<file path="config.mk">
export PLATFORM = sky130hd
export DESIGN_NAME = twm_master
export DESIGN_NICKNAME = d
export VERILOG_FILES = /design/src/hw/twm_pkg.sv /design/src/hw/twm_master.sv
export SDC_FILE = /design/constraint.sdc
export NUM_CORES = 1
export LEC_CHECK = 0
export BUFFER_PORTS_ARGS = -buffer_cell sky130_fd_sc_hd__buf_4
export CORE_ASPECT_RATIO = 1.1
export CORE_UTILIZATION = 59
export CTS_BUF_LIST = sky130_fd_sc_hd__clkbuf_4 sky130_fd_sc_hd__clkbuf_8
export DETAILED_ROUTE_END_ITERATION = 16
export PLACE_DENSITY = 0.82
export SKIP_CTS_REPAIR_TIMING = 1
export SYNTH_ARGS = -nofsm -noshare
export SYNTH_HDL_FRONTEND = slang
export SYNTH_SLANG_ARGS = --single-unit
</file>
<file path="constraint.sdc">
create_clock -name clock -period 2.4 [get_ports clock]
set_input_delay 0.24 -clock clock [delete_from_list [all_inputs] [get_ports clock]]
set_output_delay 0.24 -clock clock [all_outputs]
set_load 0.01 [all_outputs]
</file>
<file path="src/hw/twm_pkg.sv">
// Package: constants and carrier types for the two-wire master controller
package twm_pkg;
    // ****************************************
    // Clocking
    // ****************************************
    localparam int CLK_HZ = 100000000;
    localparam int RATE_100K_HZ = 100000;
    localparam int RATE_400K_HZ = 400000;
    localparam int RATE_800K_HZ = 800000;
    localparam int RATE_1M_HZ = 1000000;
    // Quarter-bit tick counts, rounded down so the bus never runs slower than asked
    localparam logic [7:0] QTR_100K = 8'(CLK_HZ / (RATE_100K_HZ * 4));
    localparam logic [7:0] QTR_400K = 8'(CLK_HZ / (RATE_400K_HZ * 4));
    localparam logic [7:0] QTR_800K = 8'(CLK_HZ / (RATE_800K_HZ * 4));
    localparam logic [7:0] QTR_1M = 8'(CLK_HZ / (RATE_1M_HZ * 4));

    // ****************************************
    // Transfer shapes and limits
    // ****************************************
    localparam int MAX_BYTES = 16;
    localparam int CNT_W = 5;
    localparam logic [0:0] DIR_WRITE = 1'b0;
    localparam logic [0:0] DIR_READ = 1'b1;

    typedef enum logic [1:0] {
        TWM_RATE_100K,
        TWM_RATE_400K,
        TWM_RATE_800K,
        TWM_RATE_1M
    } twm_rate_type;

    typedef enum logic [1:0] {
        TWM_XFER_READ,
        TWM_XFER_WRITE,
        TWM_XFER_READ_WRITE,
        TWM_XFER_WRITE_READ
    } twm_xfer_type;

    // Job handed in by firmware with a start strobe
    typedef struct packed {
        logic [6:0] addr;
        twm_xfer_type kind;
        twm_rate_type rate;
        logic [CNT_W-1:0] wr_len;
        logic [CNT_W-1:0] rd_len;
    } twm_cmd_type;

    // Outcome reported on completion
    typedef struct packed {
        logic nack;
        logic [CNT_W-1:0] rd_count;
    } twm_status_type;
endpackage : twm_pkg

</file>
<file path="src/hw/twm_master.sv">
// Two-wire serial master: hardware-sequenced transfers over open-drain clock and data
`timescale 1ns/100ps
module twm_master
    import twm_pkg::*;
(
    input wire logic clock,
    input wire logic rst_n,
    input wire logic start,
    input wire twm_cmd_type cmd,
    output logic busy,
    input wire logic wr_valid,
    input wire logic [7:0] wr_data,
    output logic wr_ready,
    output logic [7:0] rd_data,
    output logic rd_valid,
    output logic done,
    output twm_status_type status,
    input wire logic scl_i,
    output logic scl_o,
    output logic scl_oe,
    input wire logic sda_i,
    output logic sda_o,
    output logic sda_oe
);
    typedef enum logic [3:0] {
        ST_IDLE,
        ST_START,
        ST_ADDR,
        ST_WBYTE,
        ST_RBYTE,
        ST_WAIT_DATA,
        ST_STOP,
        ST_DONE
    } twm_state_type;

    // ****************************************
    // Registers
    // ****************************************
    twm_state_type state_ff;
    twm_cmd_type cmd_ff;
    logic [7:0] qtr_cnt_ff;
    logic [1:0] phase_ff;
    logic [3:0] bit_ff;
    logic [8:0] shift_ff;
    logic [CNT_W-1:0] wr_left_ff;
    logic [CNT_W-1:0] rd_left_ff;
    logic second_ff;
    logic scl_low_ff;
    logic sda_low_ff;
    logic nack_ff;
    logic [CNT_W-1:0] rd_cnt_ff;
    logic [7:0] rd_data_ff;
    logic rd_valid_ff;
    logic done_ff;
    logic [2:0] sda_sync_ff;
    logic sda_in_ff;

    // ****************************************
    // Decoding
    // ****************************************
    // Rate picks the quarter-bit length; the 800k and 1M entries run with no slave guarantee
    // While idle the incoming command picks the rate, so the very first quarter runs at speed
    wire [1:0] rate_sel = (state_ff == ST_IDLE) ? cmd.rate : cmd_ff.rate;
    wire [7:0] qtr_len = (rate_sel == TWM_RATE_100K) ? QTR_100K :
                         (rate_sel == TWM_RATE_400K) ? QTR_400K :
                         (rate_sel == TWM_RATE_800K) ? QTR_800K : QTR_1M;
    wire tick = (qtr_cnt_ff == 8'h01);
    wire bit_end = tick && (phase_ff == 2'h3);
    // First phase reads when the shape starts with a read
    wire first_is_read = (cmd_ff.kind == TWM_XFER_READ) || (cmd_ff.kind == TWM_XFER_READ_WRITE);
    wire combined = (cmd_ff.kind == TWM_XFER_READ_WRITE) || (cmd_ff.kind == TWM_XFER_WRITE_READ);
    wire cur_read = first_is_read ^ second_ff;
    wire more_rd = (rd_left_ff != '0);
    wire more_wr = (wr_left_ff != '0);
    wire last_rd = (rd_left_ff == CNT_W'(1));
    // Data line sample point is mid-high of the clock
    wire sample_pt = tick && (phase_ff == 2'h2);

    // Handshake outputs
    assign busy = (state_ff != ST_IDLE);
    assign wr_ready = (state_ff == ST_WAIT_DATA);
    // Open drain: only ever drive low, release otherwise
    assign scl_o = 1'b0;
    assign sda_o = 1'b0;
    assign scl_oe = scl_low_ff;
    assign sda_oe = sda_low_ff;
    assign rd_data = rd_data_ff;
    assign rd_valid = rd_valid_ff;
    assign done = done_ff;
    assign status = '{nack: nack_ff, rd_count: rd_cnt_ff};

    // ****************************************
    // Input synchroniser
    // ****************************************
    // Data pin is outside our domain; take it once stages two and three agree
    always_ff @(posedge clock or negedge rst_n) begin
        if (!rst_n) begin
            sda_sync_ff <= 3'h7;
            sda_in_ff <= 1'b1;
        end else begin
            sda_sync_ff <= {sda_sync_ff[1:0], sda_i};
            if (sda_sync_ff[1] == sda_sync_ff[2]) begin
                sda_in_ff <= sda_sync_ff[2];
            end
        end
    end

    // ****************************************
    // Quarter-bit divider
    // ****************************************
    // Free count of the bus clock; scl_i is never read, so stretching is not honoured
    always_ff @(posedge clock or negedge rst_n) begin
        if (!rst_n) begin
            qtr_cnt_ff <= 8'h01;
            phase_ff <= 2'h0;
        end else if (state_ff == ST_IDLE || state_ff == ST_WAIT_DATA) begin
            qtr_cnt_ff <= qtr_len;
            phase_ff <= 2'h0;
        end else if (tick) begin
            qtr_cnt_ff <= qtr_len;
            phase_ff <= phase_ff + 2'h1;
        end else begin
            qtr_cnt_ff <= qtr_cnt_ff - 8'h01;
        end
    end

    // ****************************************
    // Sequencer
    // ****************************************
    // One strobe starts the job; the rest runs bit by bit in hardware.
    // Single master: line levels are never compared against what we drive.
    always_ff @(posedge clock or negedge rst_n) begin
        if (!rst_n) begin
            state_ff <= ST_IDLE;
            cmd_ff <= '0;
            bit_ff <= 4'h0;
            shift_ff <= 9'h1ff;
            wr_left_ff <= '0;
            rd_left_ff <= '0;
            second_ff <= 1'b0;
            scl_low_ff <= 1'b0;
            sda_low_ff <= 1'b0;
            nack_ff <= 1'b0;
            rd_cnt_ff <= '0;
            rd_data_ff <= 8'h00;
            rd_valid_ff <= 1'b0;
            done_ff <= 1'b0;
        end else begin
            rd_valid_ff <= 1'b0;
            done_ff <= 1'b0;
            case (state_ff)
                ST_IDLE: begin
                    scl_low_ff <= 1'b0;
                    sda_low_ff <= 1'b0;
                    if (start) begin
                        cmd_ff <= cmd;
                        // Lengths clipped to sixteen per direction
                        wr_left_ff <= (cmd.wr_len > CNT_W'(MAX_BYTES)) ? CNT_W'(MAX_BYTES) : cmd.wr_len;
                        rd_left_ff <= (cmd.rd_len > CNT_W'(MAX_BYTES)) ? CNT_W'(MAX_BYTES) : cmd.rd_len;
                        second_ff <= 1'b0;
                        nack_ff <= 1'b0;
                        rd_cnt_ff <= '0;
                        state_ff <= ST_START;
                    end
                end
                ST_START: begin
                    // Phases: 0 release data, 1 raise clock, 2 pull data (start), 3 pull clock
                    if (tick) begin
                        case (phase_ff)
                            2'h0: sda_low_ff <= 1'b0;
                            2'h1: scl_low_ff <= 1'b0;
                            2'h2: sda_low_ff <= 1'b1;
                            default: scl_low_ff <= 1'b1;
                        endcase
                    end
                    if (bit_end) begin
                        // Address plus direction, ninth bit released for the acknowledge
                        shift_ff <= {cmd_ff.addr, (cur_read ? DIR_READ : DIR_WRITE), 1'b1};
                        bit_ff <= 4'h0;
                        state_ff <= ST_ADDR;
                    end
                end
                ST_ADDR, ST_WBYTE, ST_RBYTE: begin
                    // Clock low in phases 0 and 1, high in 2 and 3; data moves a quarter
                    // before the clock rises, so it never changes on the rising edge
                    if (tick) begin
                        case (phase_ff)
                            2'h0: sda_low_ff <= ~shift_ff[8];
                            2'h1: scl_low_ff <= 1'b0;
                            2'h3: scl_low_ff <= 1'b1;
                            default: scl_low_ff <= scl_low_ff;
                        endcase
                    end
                    if (sample_pt) begin
                        if (bit_ff == 4'h8) begin
                            // Acknowledge slot: a high line on our own receive is fine
                            if (state_ff != ST_RBYTE && sda_in_ff) begin
                                nack_ff <= 1'b1;
                            end
                        end else if (state_ff == ST_RBYTE) begin
                            rd_data_ff <= {rd_data_ff[6:0], sda_in_ff};
                        end
                    end
                    if (bit_end) begin
                        shift_ff <= {shift_ff[7:0], 1'b1};
                        bit_ff <= bit_ff + 4'h1;
                        if (bit_ff == 4'h7 && state_ff == ST_RBYTE) begin
                            // Ack every byte but the last of the read phase
                            shift_ff <= {last_rd, 8'hff};
                            rd_valid_ff <= 1'b1;
                            rd_cnt_ff <= rd_cnt_ff + CNT_W'(1);
                            rd_left_ff <= rd_left_ff - CNT_W'(1);
                        end
                        if (bit_ff == 4'h8) begin
                            bit_ff <= 4'h0;
                            if (nack_ff) begin
                                state_ff <= ST_STOP;
                            end else if (cur_read && more_rd) begin
                                shift_ff <= 9'h1ff;
                                state_ff <= ST_RBYTE;
                            end else if (!cur_read && more_wr) begin
                                state_ff <= ST_WAIT_DATA;
                            end else if (combined && !second_ff) begin
                                second_ff <= 1'b1;
                                state_ff <= ST_START;
                            end else begin
                                state_ff <= ST_STOP;
                            end
                        end
                    end
                end
                ST_WAIT_DATA: begin
                    // Clock held low while the source catches up
                    if (wr_valid) begin
                        shift_ff <= {wr_data, 1'b1};
                        wr_left_ff <= wr_left_ff - CNT_W'(1);
                        state_ff <= ST_WBYTE;
                    end
                end
                ST_STOP: begin
                    // Phases: 0 pull data, 1 release clock, 2 release data (stop)
                    if (tick) begin
                        case (phase_ff)
                            2'h0: sda_low_ff <= 1'b1;
                            2'h1: scl_low_ff <= 1'b0;
                            2'h2: sda_low_ff <= 1'b0;
                            default: sda_low_ff <= 1'b0;
                        endcase
                    end
                    if (bit_end) begin
                        state_ff <= ST_DONE;
                    end
                end
                ST_DONE: begin
                    done_ff <= 1'b1;
                    state_ff <= ST_IDLE;
                end
                default: state_ff <= ST_IDLE;
            endcase
        end
    end
endmodule : twm_master

</file>
[Word-level counts from Yosys, hierarchy flattened]
Cells that the tools add are included.
Word-level totals
  output and inout bits: 22
  word-level logic and storage cells: 186
  bits in registers: 71
  input port bits: 35
Cells by class
  muxes and demuxes: 75
  reduce and logical (&&, ||, !) cells: 38
  equal/unequal tests: 42
  $lt $le $gt $ge: 2
  bitwise operators: 3
  $add $sub $neg: 6
Operators by type and width (number)
  9-bit two-way mux: 7
  5-bit two-way mux: 10
  2-bit inequality test, second input constant: 19
  4-bit two-way mux: 9
  5-bit one-hot mux with 2 select lines: 3
  9-bit one-hot mux with 3 select lines: 1
  8-bit two-way mux: 3
  1-bit two-way mux: 23
  4-bit by 3-bit equality test with 1-bit output, second input constant: 5
  4-bit one-hot mux with 5 select lines: 1
  3-bit two-way mux: 5
  7-bit AND reduction: 2
  1-bit one-hot mux with 2 select lines: 6
  4-bit AND reduction: 3
  2-bit equality test, second input constant: 5
  5-bit > comparator, second input constant: 2
  5-bit nonzero test: 2
  5-bit by 1-bit subtractor with 5-bit output, second input constant: 2
  4-bit by 2-bit equality test with 1-bit output, second input constant: 2
  8-bit by 1-bit equality test with 1-bit output, second input constant: 1
  1-bit one-hot mux with 4 select lines: 2
  4-bit one-hot mux with 2 select lines: 1
  8-bit AND reduction: 1
  2-bit nonzero test: 4
  29 further kinds: 47

[Logic depth before layout (Yosys ltp)]
Gate-level depths: netlist of the first run.
  word-level depth: 11
  mapped depth: 8

[Worst setup path before layout of the first run]
No wires, ideal clock.
  kind: register to register
  start point: register qtr_cnt_ff[5]
  end point: register rd_data_ff[0] (netlist: rd_data[0])
  path buffers: 1
  data arrival time: 1.905 ns
  library setup time: 0.125 ns
  required time: 2.275 ns
  setup slack: 0.371 ns
  period minus slack after synthesis: 2.029 ns
  cell stages (with the launch flop): 6
  cell sequence: dfrtp_1 > nor4_4 > and4bb_2 > buf_2 > nor3b_4 > mux2_2
On the way
  word-level cells in the longest chain between the ends: 3
Ends and longest elaborated chain
  start, declared: RTL line twm_master.sv:41  | logic [7:0] qtr_cnt_ff;
  start signal, assigned: RTL line twm_master.sv:117  | qtr_cnt_ff <= qtr_len;
  start signal, assigned: RTL line twm_master.sv:120  | qtr_cnt_ff <= qtr_len;
  start signal, assigned: RTL line twm_master.sv:123  | qtr_cnt_ff <= qtr_cnt_ff - 8'h01;
  8-bit by 1-bit equality test with 1-bit output: RTL line twm_master.sv:67  | wire tick = (qtr_cnt_ff == 8'h01);
  1-bit logical AND: RTL line twm_master.sv:77  | wire sample_pt = tick && (phase_ff == 2'h2);
  4-bit AND reduction (no line)
  end signal, assigned: RTL line twm_master.sv:201  | rd_data_ff <= {rd_data_ff[6:0], sda_in_ff};
  end, declared: RTL line twm_master.sv:52  | logic [7:0] rd_data_ff;
Every way passes these cells.
A chain may end at the register's enable or synchronous reset.

[Worst setup path in the final report of the first run]
  start point: register phase_ff[0]
  end point: register rd_left_ff[3]
On the way
  word-level cells in the longest chain between the ends: 4
Ends and longest elaborated chain
  start, declared: RTL line twm_master.sv:42  | logic [1:0] phase_ff;
  start signal, assigned: RTL line twm_master.sv:121  | phase_ff <= phase_ff + 2'h1;
  2-bit equality test: RTL line twm_master.sv:68  | wire bit_end = tick && (phase_ff == 2'h3);
  1-bit logical AND: RTL line twm_master.sv:68
  2-bit inequality test (no line)
  4-bit AND reduction (no line)
  end signal, assigned: RTL line twm_master.sv:159  | rd_left_ff <= (cmd.rd_len > CNT_W'(MAX_BYTES)) ? CNT_W'(MAX_BYTES) : cmd.rd_len;
  end signal, assigned: RTL line twm_master.sv:212  | rd_left_ff <= rd_left_ff - CNT_W'(1);
  end, declared: RTL line twm_master.sv:46  | logic [CNT_W-1:0] rd_left_ff;
Every way passes these cells.

==> results.md, run 1 <==
* Post-DR vias/cell at 5.96
* Post-synthesis cell type count at 66
* CP Launch Type: flop
* Width of the die at 80.0 µm
* Final nets at 522
* RSZ-0062 raised after global routing: false
* Share of the synthesized area in the top cell type at 35.5%
* Period utilization at 90.8%
* Critical path type: reg2reg
* RR Startpoint: phase_ff[0]$_DFFE_PN0P_
* CP endpoint kind: flop
* Critical path fanouts, max at 14
* ANT cells at 0
* #FFs+latches synth at 69
* Total CTS buffers at 9
* DRC at 0
* Gr ovfl total at 0
* Synthesis-to-layout area growth at 17.6%
* Clock tree sinks at 69
* Ys Warns at 0
* WP data required at 2.65 ns
* Register area share after synthesis at 44.1%
* Clock transition at path regs at 0.08 ns
* Cell taking the most area after synthesis: dfrtp_1
* Port Buffers at 53
* Post-Synthesis Cells at 414
* Min-Delay Path Class: in2async
* Design Area, Final at 0.00465 mm²
* Final HPWL DP at 6140 µm
* # rows at 30
* Root buffer cell: clkbuf_8
* Actual slew at the worst max-slew pin at 0.857 ns
* CP endpoint: rd_left_ff[3]$_DFFE_PN0P_
* Reg-to-Reg End: rd_left_ff[3]$_DFFE_PN0P_
* Die footprint at 0.00703 mm²
* Mean Syn Cell Area at 9.55 µm²
* Setup tns final at 0 ns
* Total core area at 0.00631 mm²
* Die height at 87.8 µm
* Final min period at 2.18 ns
* Share of layout cells above drive strength 1 at 27.1%
* Reg2reg path depth at 6
* All-layer global routing usage at 27.4%
* Max_slew headroom at 42.8%
* Avg WL per Cell at 15.5 µm
* Routed vias at 3314
* Fin. Hold Viols at 4
* CTS tree: done
* Max Fclk at 459 MHz
* Clk buf depth at 2
* Total Wirelength at 8640 µm
* Hold slack at -0.0123 ns
* Initial cell density of the core at 62.7%
* Async SR Flop Fraction at 100%
* Area contributors post-synth: dfrtp_1 35%, dfstp_2 8.6%, mux2_2 6.6%, ha_1 5.1%, nor2_1 4.7%
* H-tree Lvls at 3
* Antenna violations before repair at 0
* Reg-to-reg slack, setup at 0.22 ns
* Outcome: finished, violations left
* Max-cap violations at 0
* DRT iter0 DRCs at 262
* Vias in the first global route at 3167
* Synth Flop Type: dfrtp_1
* Failing checks: negative hold slack
* GP Congestion at 0.907
* Placed Area at 0.00447 mm²
* First-pass GRT wire length at 14600 µm
* Peak VDD IR at 454 µV
* Later-pin clock latency in the skew report at 0.35 ns
* Crit path DAT at 2.43 ns
* Routed Antenna Nets at 0
* Final Setup Violations at 0
* Number of synthesized flops with an enable pin at 0
* Post-Route Skew at 0.0108 ns
* IO Count at 57
* PwrDens at 449 mW/mm²
* Most frequent cell after synthesis: dfrtp_1
* Critical path origin: phase_ff[0]$_DFFE_PN0P_
* Largest net degree at the start of global routing at 70
* Cell Area, Synth at 0.00395 mm²
* 1st-pass router iterations at 5
* Post-synth top cells: 56 x dfrtp_1, 49 x nor2_1, 36 x a21oi_1
* Leakage power at 2.12 nW
* Max-slew violation count at 0
[worst min-delay path by stage]
stage	endpoint	slack, ns	depth (start not counted)
after CTS	sda_sync_ff[0]$_DFF_PN1_	-0.02	1
after detailed placement	sda_sync_ff[1]$_DFF_PN1_	0.35	0
final	rd_left_ff[2]$_DFFE_PN0P_	-0.01	1
after floorplan	bit_ff[0]$_DFFE_PN0P_	-0.06	0
after global placement	sda_sync_ff[1]$_DFF_PN1_	0.35	0
after global routing	rd_left_ff[4]$_DFFE_PN0P_	0.06	1
[sequential cells by signal, summed over array words and instances, names as in the netlist, 2 cells and up]
name and count:
qtr_cnt_ff 8, rd_data 8, phase_ff 2, state_ff 3, wr_left_ff 5, cmd_ff 11
sda_sync_ff 3, rd_left_ff 5, bit_ff 4, rd_cnt_ff 5, shift_ff 8
[kinds of logic after synthesis]
| group | Yosys count | share of synthesized area (%) |
|---|---|---|
| buffers and inverters | 47 | 4.97 |
| and+or+nand+nor | 130 | 17.2 |
| DFF | 69 | 44.1 |
| xor gates and xnor gates | 11 | 2.44 |
| AOI/OAI and AO/OA | 113 | 18.6 |
| other | 1 | 0.0949 |
| muxes | 26 | 7.31 |
| adders and majority gates | 17 | 5.32 |
[placed cells by master, fill, tap and decap left out, drive strengths merged, types with 4 or more instances in the layout]
cell,instances
clkinv,5
nand3,7
a31oi,12
ha,16
or3,4
a22oi,8
nor3,8
dfstp,13
buf,69
dfrtp,56
nor2b,5
a21o,4
xnor2,7
nor3b,7
inv,21
clkbuf,9
xor2,4
o21ai,22
nand2,25
nor2,49
a21oi,36
o31ai,6
nand2b,4
mux2,23
[report_power, final]
part	internal (mW)	leakage, nW	switching (mW)
clock network	0.366	0.0808	0.454
registers	1.17	0.876	0.00508
logic	0.0464	1.16	0.0425
[layer usage]
layer,vias up,GRT usage [%],routed length (µm)
li1,1593,-,-
met1,1579,36.2,3830
met2,118,43.2,4120
met3,24,5.73,442
met4,0,13.3,245
met5,-,0,0
[critical path, stage by stage (launching register included)]
cell and delay (ns):
dfrtp_1 0.42, ha_1 0.27, and4bb_2 0.29, a41oi_1 0.38
nand2b_1 0.44, nor2_1 0.10, o22a_1 0.18
[final cells by class]
class                      count  area, µm²
fill                         455       1660
clock inverter                 7       42.5
timing repair buffer          70        541
sequential                    69       1740
multi-input combinational    299       2020
clock buffer                   9        124
inverter                      22       82.6
tap                           80        100
[stage by stage]
stage,utilization (%),power [mW],hold slack [ns],setup slack [ns],std cells
floorplan,-,1.22,-0.0556,0.371,415
global placement,70.9,1.29,0.347,0.254,539
detailed placement,70.9,1.29,0.349,0.222,539
CTS,73.6,2.11,-0.0220,0.211,555
global route,73.7,2.16,0.0575,0.0919,556
finish,73.7,2.09,-0.0123,0.222,556
(Power assumes the default switching activity.)
==> inputs of run 2 (changes only) <==
--- a/config.mk
+++ b/config.mk
@@ -5,12 +5,13 @@
 export SDC_FILE = /design/constraint.sdc
 export NUM_CORES = 1
 export LEC_CHECK = 0
-export BUFFER_PORTS_ARGS = -buffer_cell sky130_fd_sc_hd__buf_4
 export CORE_ASPECT_RATIO = 1.1
-export CORE_UTILIZATION = 59
+export CORE_UTILIZATION = 65
 export CTS_BUF_LIST = sky130_fd_sc_hd__clkbuf_4 sky130_fd_sc_hd__clkbuf_8
+export CTS_CLUSTER_DIAMETER = 30
 export DETAILED_ROUTE_END_ITERATION = 16
-export PLACE_DENSITY = 0.82
+export DONT_BUFFER_PORTS = 1
+export PLACE_DENSITY = 0.81
 export SKIP_CTS_REPAIR_TIMING = 1
 export SYNTH_ARGS = -nofsm -noshare
 export SYNTH_HDL_FRONTEND = slang
==> results.md, run 2 (synthesis results as in run 1) <==
* RR Startpoint: qtr_cnt_ff[0]$_DFF_PN1_ (was phase_ff[0]$_DFFE_PN0P_)
* Critical hold path startpoint: cmd[18]
* DR top layer: met4 (unchanged)
* Clock transition at path regs at 0.08 ns (about the same)
* Actual slew at the worst max-slew pin at 0.590 ns (was 0.857 ns)
* Largest Register: cmd_ff (unchanged)
* RSZ-0062 raised after global routing: false (unchanged)
* Max-slew violation count at 0 (unchanged)
* 1st-pass router iterations at 5 (unchanged)
* Die footprint at 0.00640 mm² (was 0.00703 mm²)
* Met2 WL at 4230 µm (was 4120 µm)
* Width of the die at 76.4 µm (was 80.0 µm)
* IO Count at 57 (unchanged)
* Register area at 0.00174 mm² (unchanged)
* Post-DR vias/cell at 6.25 (was 5.96)
* Setup tns final at 0 ns (unchanged)
* Final min period at 2.14 ns (was 2.18 ns)
* Total CTS buffers at 9 (unchanged)
* Post-Route Skew at 0.00580 ns (was 0.0108 ns)
* Max stage delay cell, worst path: dfstp_2 (was nand2b_1)
* Reg-to-Reg End: rd_left_ff[2]$_DFFE_PN0P_ (was rd_left_ff[3]$_DFFE_PN0P_)
* Metal3 WL at 483 µm (was 442 µm)
* Family with the most delay on the worst path: simple AND/OR/NAND/NOR gates (unchanged)
* Clock tree sinks at 69 (unchanged)
* Largest net degree at the start of global routing at 70 (unchanged)
* Worst-path cell chain: ha_1, and4bb_2, a41oi_1, nand2b_2, o21ai_0, o311ai_0 (was ha_1, and4bb_2, a41oi_1, nand2b_1, nor2_1, o22a_1)
* Placed Cells at 487 (was 539)
* Post-Route M1 WL at 3680 µm (was 3830 µm)
* Max_slew headroom at 60.6% (was 42.8%)
* Vias in the first global route at 3045 (was 3167)
* Reg2reg path depth at 6 (unchanged)
* Reg-to-reg slack, setup at 0.26 ns (was 0.22 ns)
* Cell Count, Final, Fillers Out at 506 (was 556)
* Critical path type: reg2reg (unchanged)
* GP Congestion at 0.971 (was 0.907)
* PwrDens at 495 mW/mm² (was 449 mW/mm²)
* Antenna violations before repair at 0 (unchanged)
* Max Fclk at 467 MHz (was 459 MHz)
* Total Wirelength at 8510 µm (was 8640 µm)
* Most common cell after layout, fill and taps aside: dfrtp_1 (was buf_4)
* Routed vias at 3165 (was 3314)
* Placed Area at 0.00409 mm² (was 0.00447 mm²)
* Crit path largest cell delay at 0.57 ns (was 0.44 ns)
* Die height at 83.8 µm (was 87.8 µm)
* Min-Delay Path Class: in2reg (was in2async)
* Critical path fanouts, max at 14 (unchanged)
* Clk buf depth at 2 (unchanged)
* Root buffer cell: clkbuf_8 (unchanged)
* H-tree Lvls at 3 (unchanged)
* Final HPWL DP at 6060 µm (was 6140 µm)
* Fin. Hold Viols at 0 (was 4)
* Avg WL per Cell at 16.8 µm (was 15.5 µm)
* Final Total Pwr at 2.14 mW (was 2.09 mW)
* Max FFs per register at 11 (unchanged)
* CP bufs+invs at 0 (unchanged)
* FILL cells at 428 (was 455)
* Port Buffers at 0 (was 53)
* # rows at 29 (was 30)
* Crit path DAT at 2.34 ns (was 2.43 ns)
* Hold slack at 0.0430 ns (was -0.0123 ns)
* Design Area, Final at 0.00433 mm² (was 0.00465 mm²)
* DRT iter0 DRCs at 336 (was 262)
* Peak VDD IR at 400 µV (was 454 µV)
* CP endpoint kind: flop (unchanged)
* Leakage power at 1.90 nW (was 2.12 nW)
* First-pass GRT wire length at 14400 µm (was 14600 µm)
* Share of layout cells above drive strength 1 at 19.1% (was 27.1%)
* All-layer global routing usage at 28.9% (was 27.4%)
* Synthesis-to-layout area growth at 9.53% (was 17.6%)
* Routed Antenna Nets at 0 (unchanged)
* ANT cells at 0 (unchanged)
* Most frequent cells in the layout: 56 x dfrtp_1, 49 x nor2_1, 36 x a21oi_1 (was 68 x buf_4, 56 x dfrtp_1, 49 x nor2_1)
* Period utilization at 89.1% (was 90.8%)
* CTS tree: done (unchanged)
* CP Launch Type: flop (unchanged)
* Hold Path Sink: cmd_ff[18]$_DFFE_PN0P_
* Final nets at 475 (was 522)
* Max-cap violations at 0 (unchanged)
* Final Setup Violations at 0 (unchanged)
* WP data required at 2.60 ns (was 2.65 ns)
* Outcome: finished, final reports clean (was finished, violations left)
* Footprint of the multi-input gates at 0.00202 mm² (about the same)
* Gr ovfl total at 0 (unchanged)
* Later-pin clock latency in the skew report at 0.34 ns (was 0.35 ns)
* DRC at 0 (unchanged)
* Worst Hold Path Cells at 1
* Initial cell density of the core at 68.1% (was 62.7%)
* Total core area at 0.00581 mm² (was 0.00631 mm²)
[run 2: layer usage]
layer | vias to the layer above | global-route usage (%)
met5 | - | 0
met2 | 110 | 47.3
met4 | 0 | 11.4
li1 | 1496 | -
met3 | 17 | 7.43
met1 | 1542 | 36.7
[run 2: where the power goes]
| group | total [mW] | switching (mW) | internal (mW) |
|---|---|---|---|
| Combinational | 0.0482 | 0.0321 | 0.0160 |
| Sequential | 1.18 | 0.00635 | 1.17 |
| Clock | 0.915 | 0.441 | 0.474 |
| Total | 2.14 | 0.480 | 1.66 |
[run 2: cell type report]
class | instances | area share (%)
clock buffers | 9 | 2.86
clock inverters | 7 | 1.53
inverters | 22 | 1.91
multi-input cells | 299 | 46.6
flip-flops and latches | 69 | 40.3
well taps | 77 | 2.23
repair buffers | 23 | 4.57
[run 2: worst max path at each step]
stage | from | endpoint | slack, ns | cells after the start
detailed placement | phase_ff[0]$_DFFE_PN0P_ | rd_left_ff[2]$_DFFE_PN0P_ | 0.18 | 6
finish | qtr_cnt_ff[0]$_DFF_PN1_ | rd_left_ff[2]$_DFFE_PN0P_ | 0.26 | 6
floorplan | qtr_cnt_ff[5]$_DFF_PN0_ | rd_data[0]$_DFFE_PN0P_ | 0.37 | 5
global placement | phase_ff[0]$_DFFE_PN0P_ | rd_left_ff[3]$_DFFE_PN0P_ | 0.26 | 6
global route | phase_ff[0]$_DFFE_PN0P_ | rd_left_ff[3]$_DFFE_PN0P_ | 0.13 | 6
CTS | phase_ff[0]$_DFFE_PN0P_ | rd_left_ff[2]$_DFFE_PN0P_ | 0.16 | 6
[run 2: per-stage QoR]
step                      util (%)  setup slack [ns]
after detailed placement      70.4             0.181
after global placement        70.4             0.260
after floorplan                  -             0.371
final                         74.6             0.260
after CTS                     73.7             0.158
after global routing          74.6             0.130
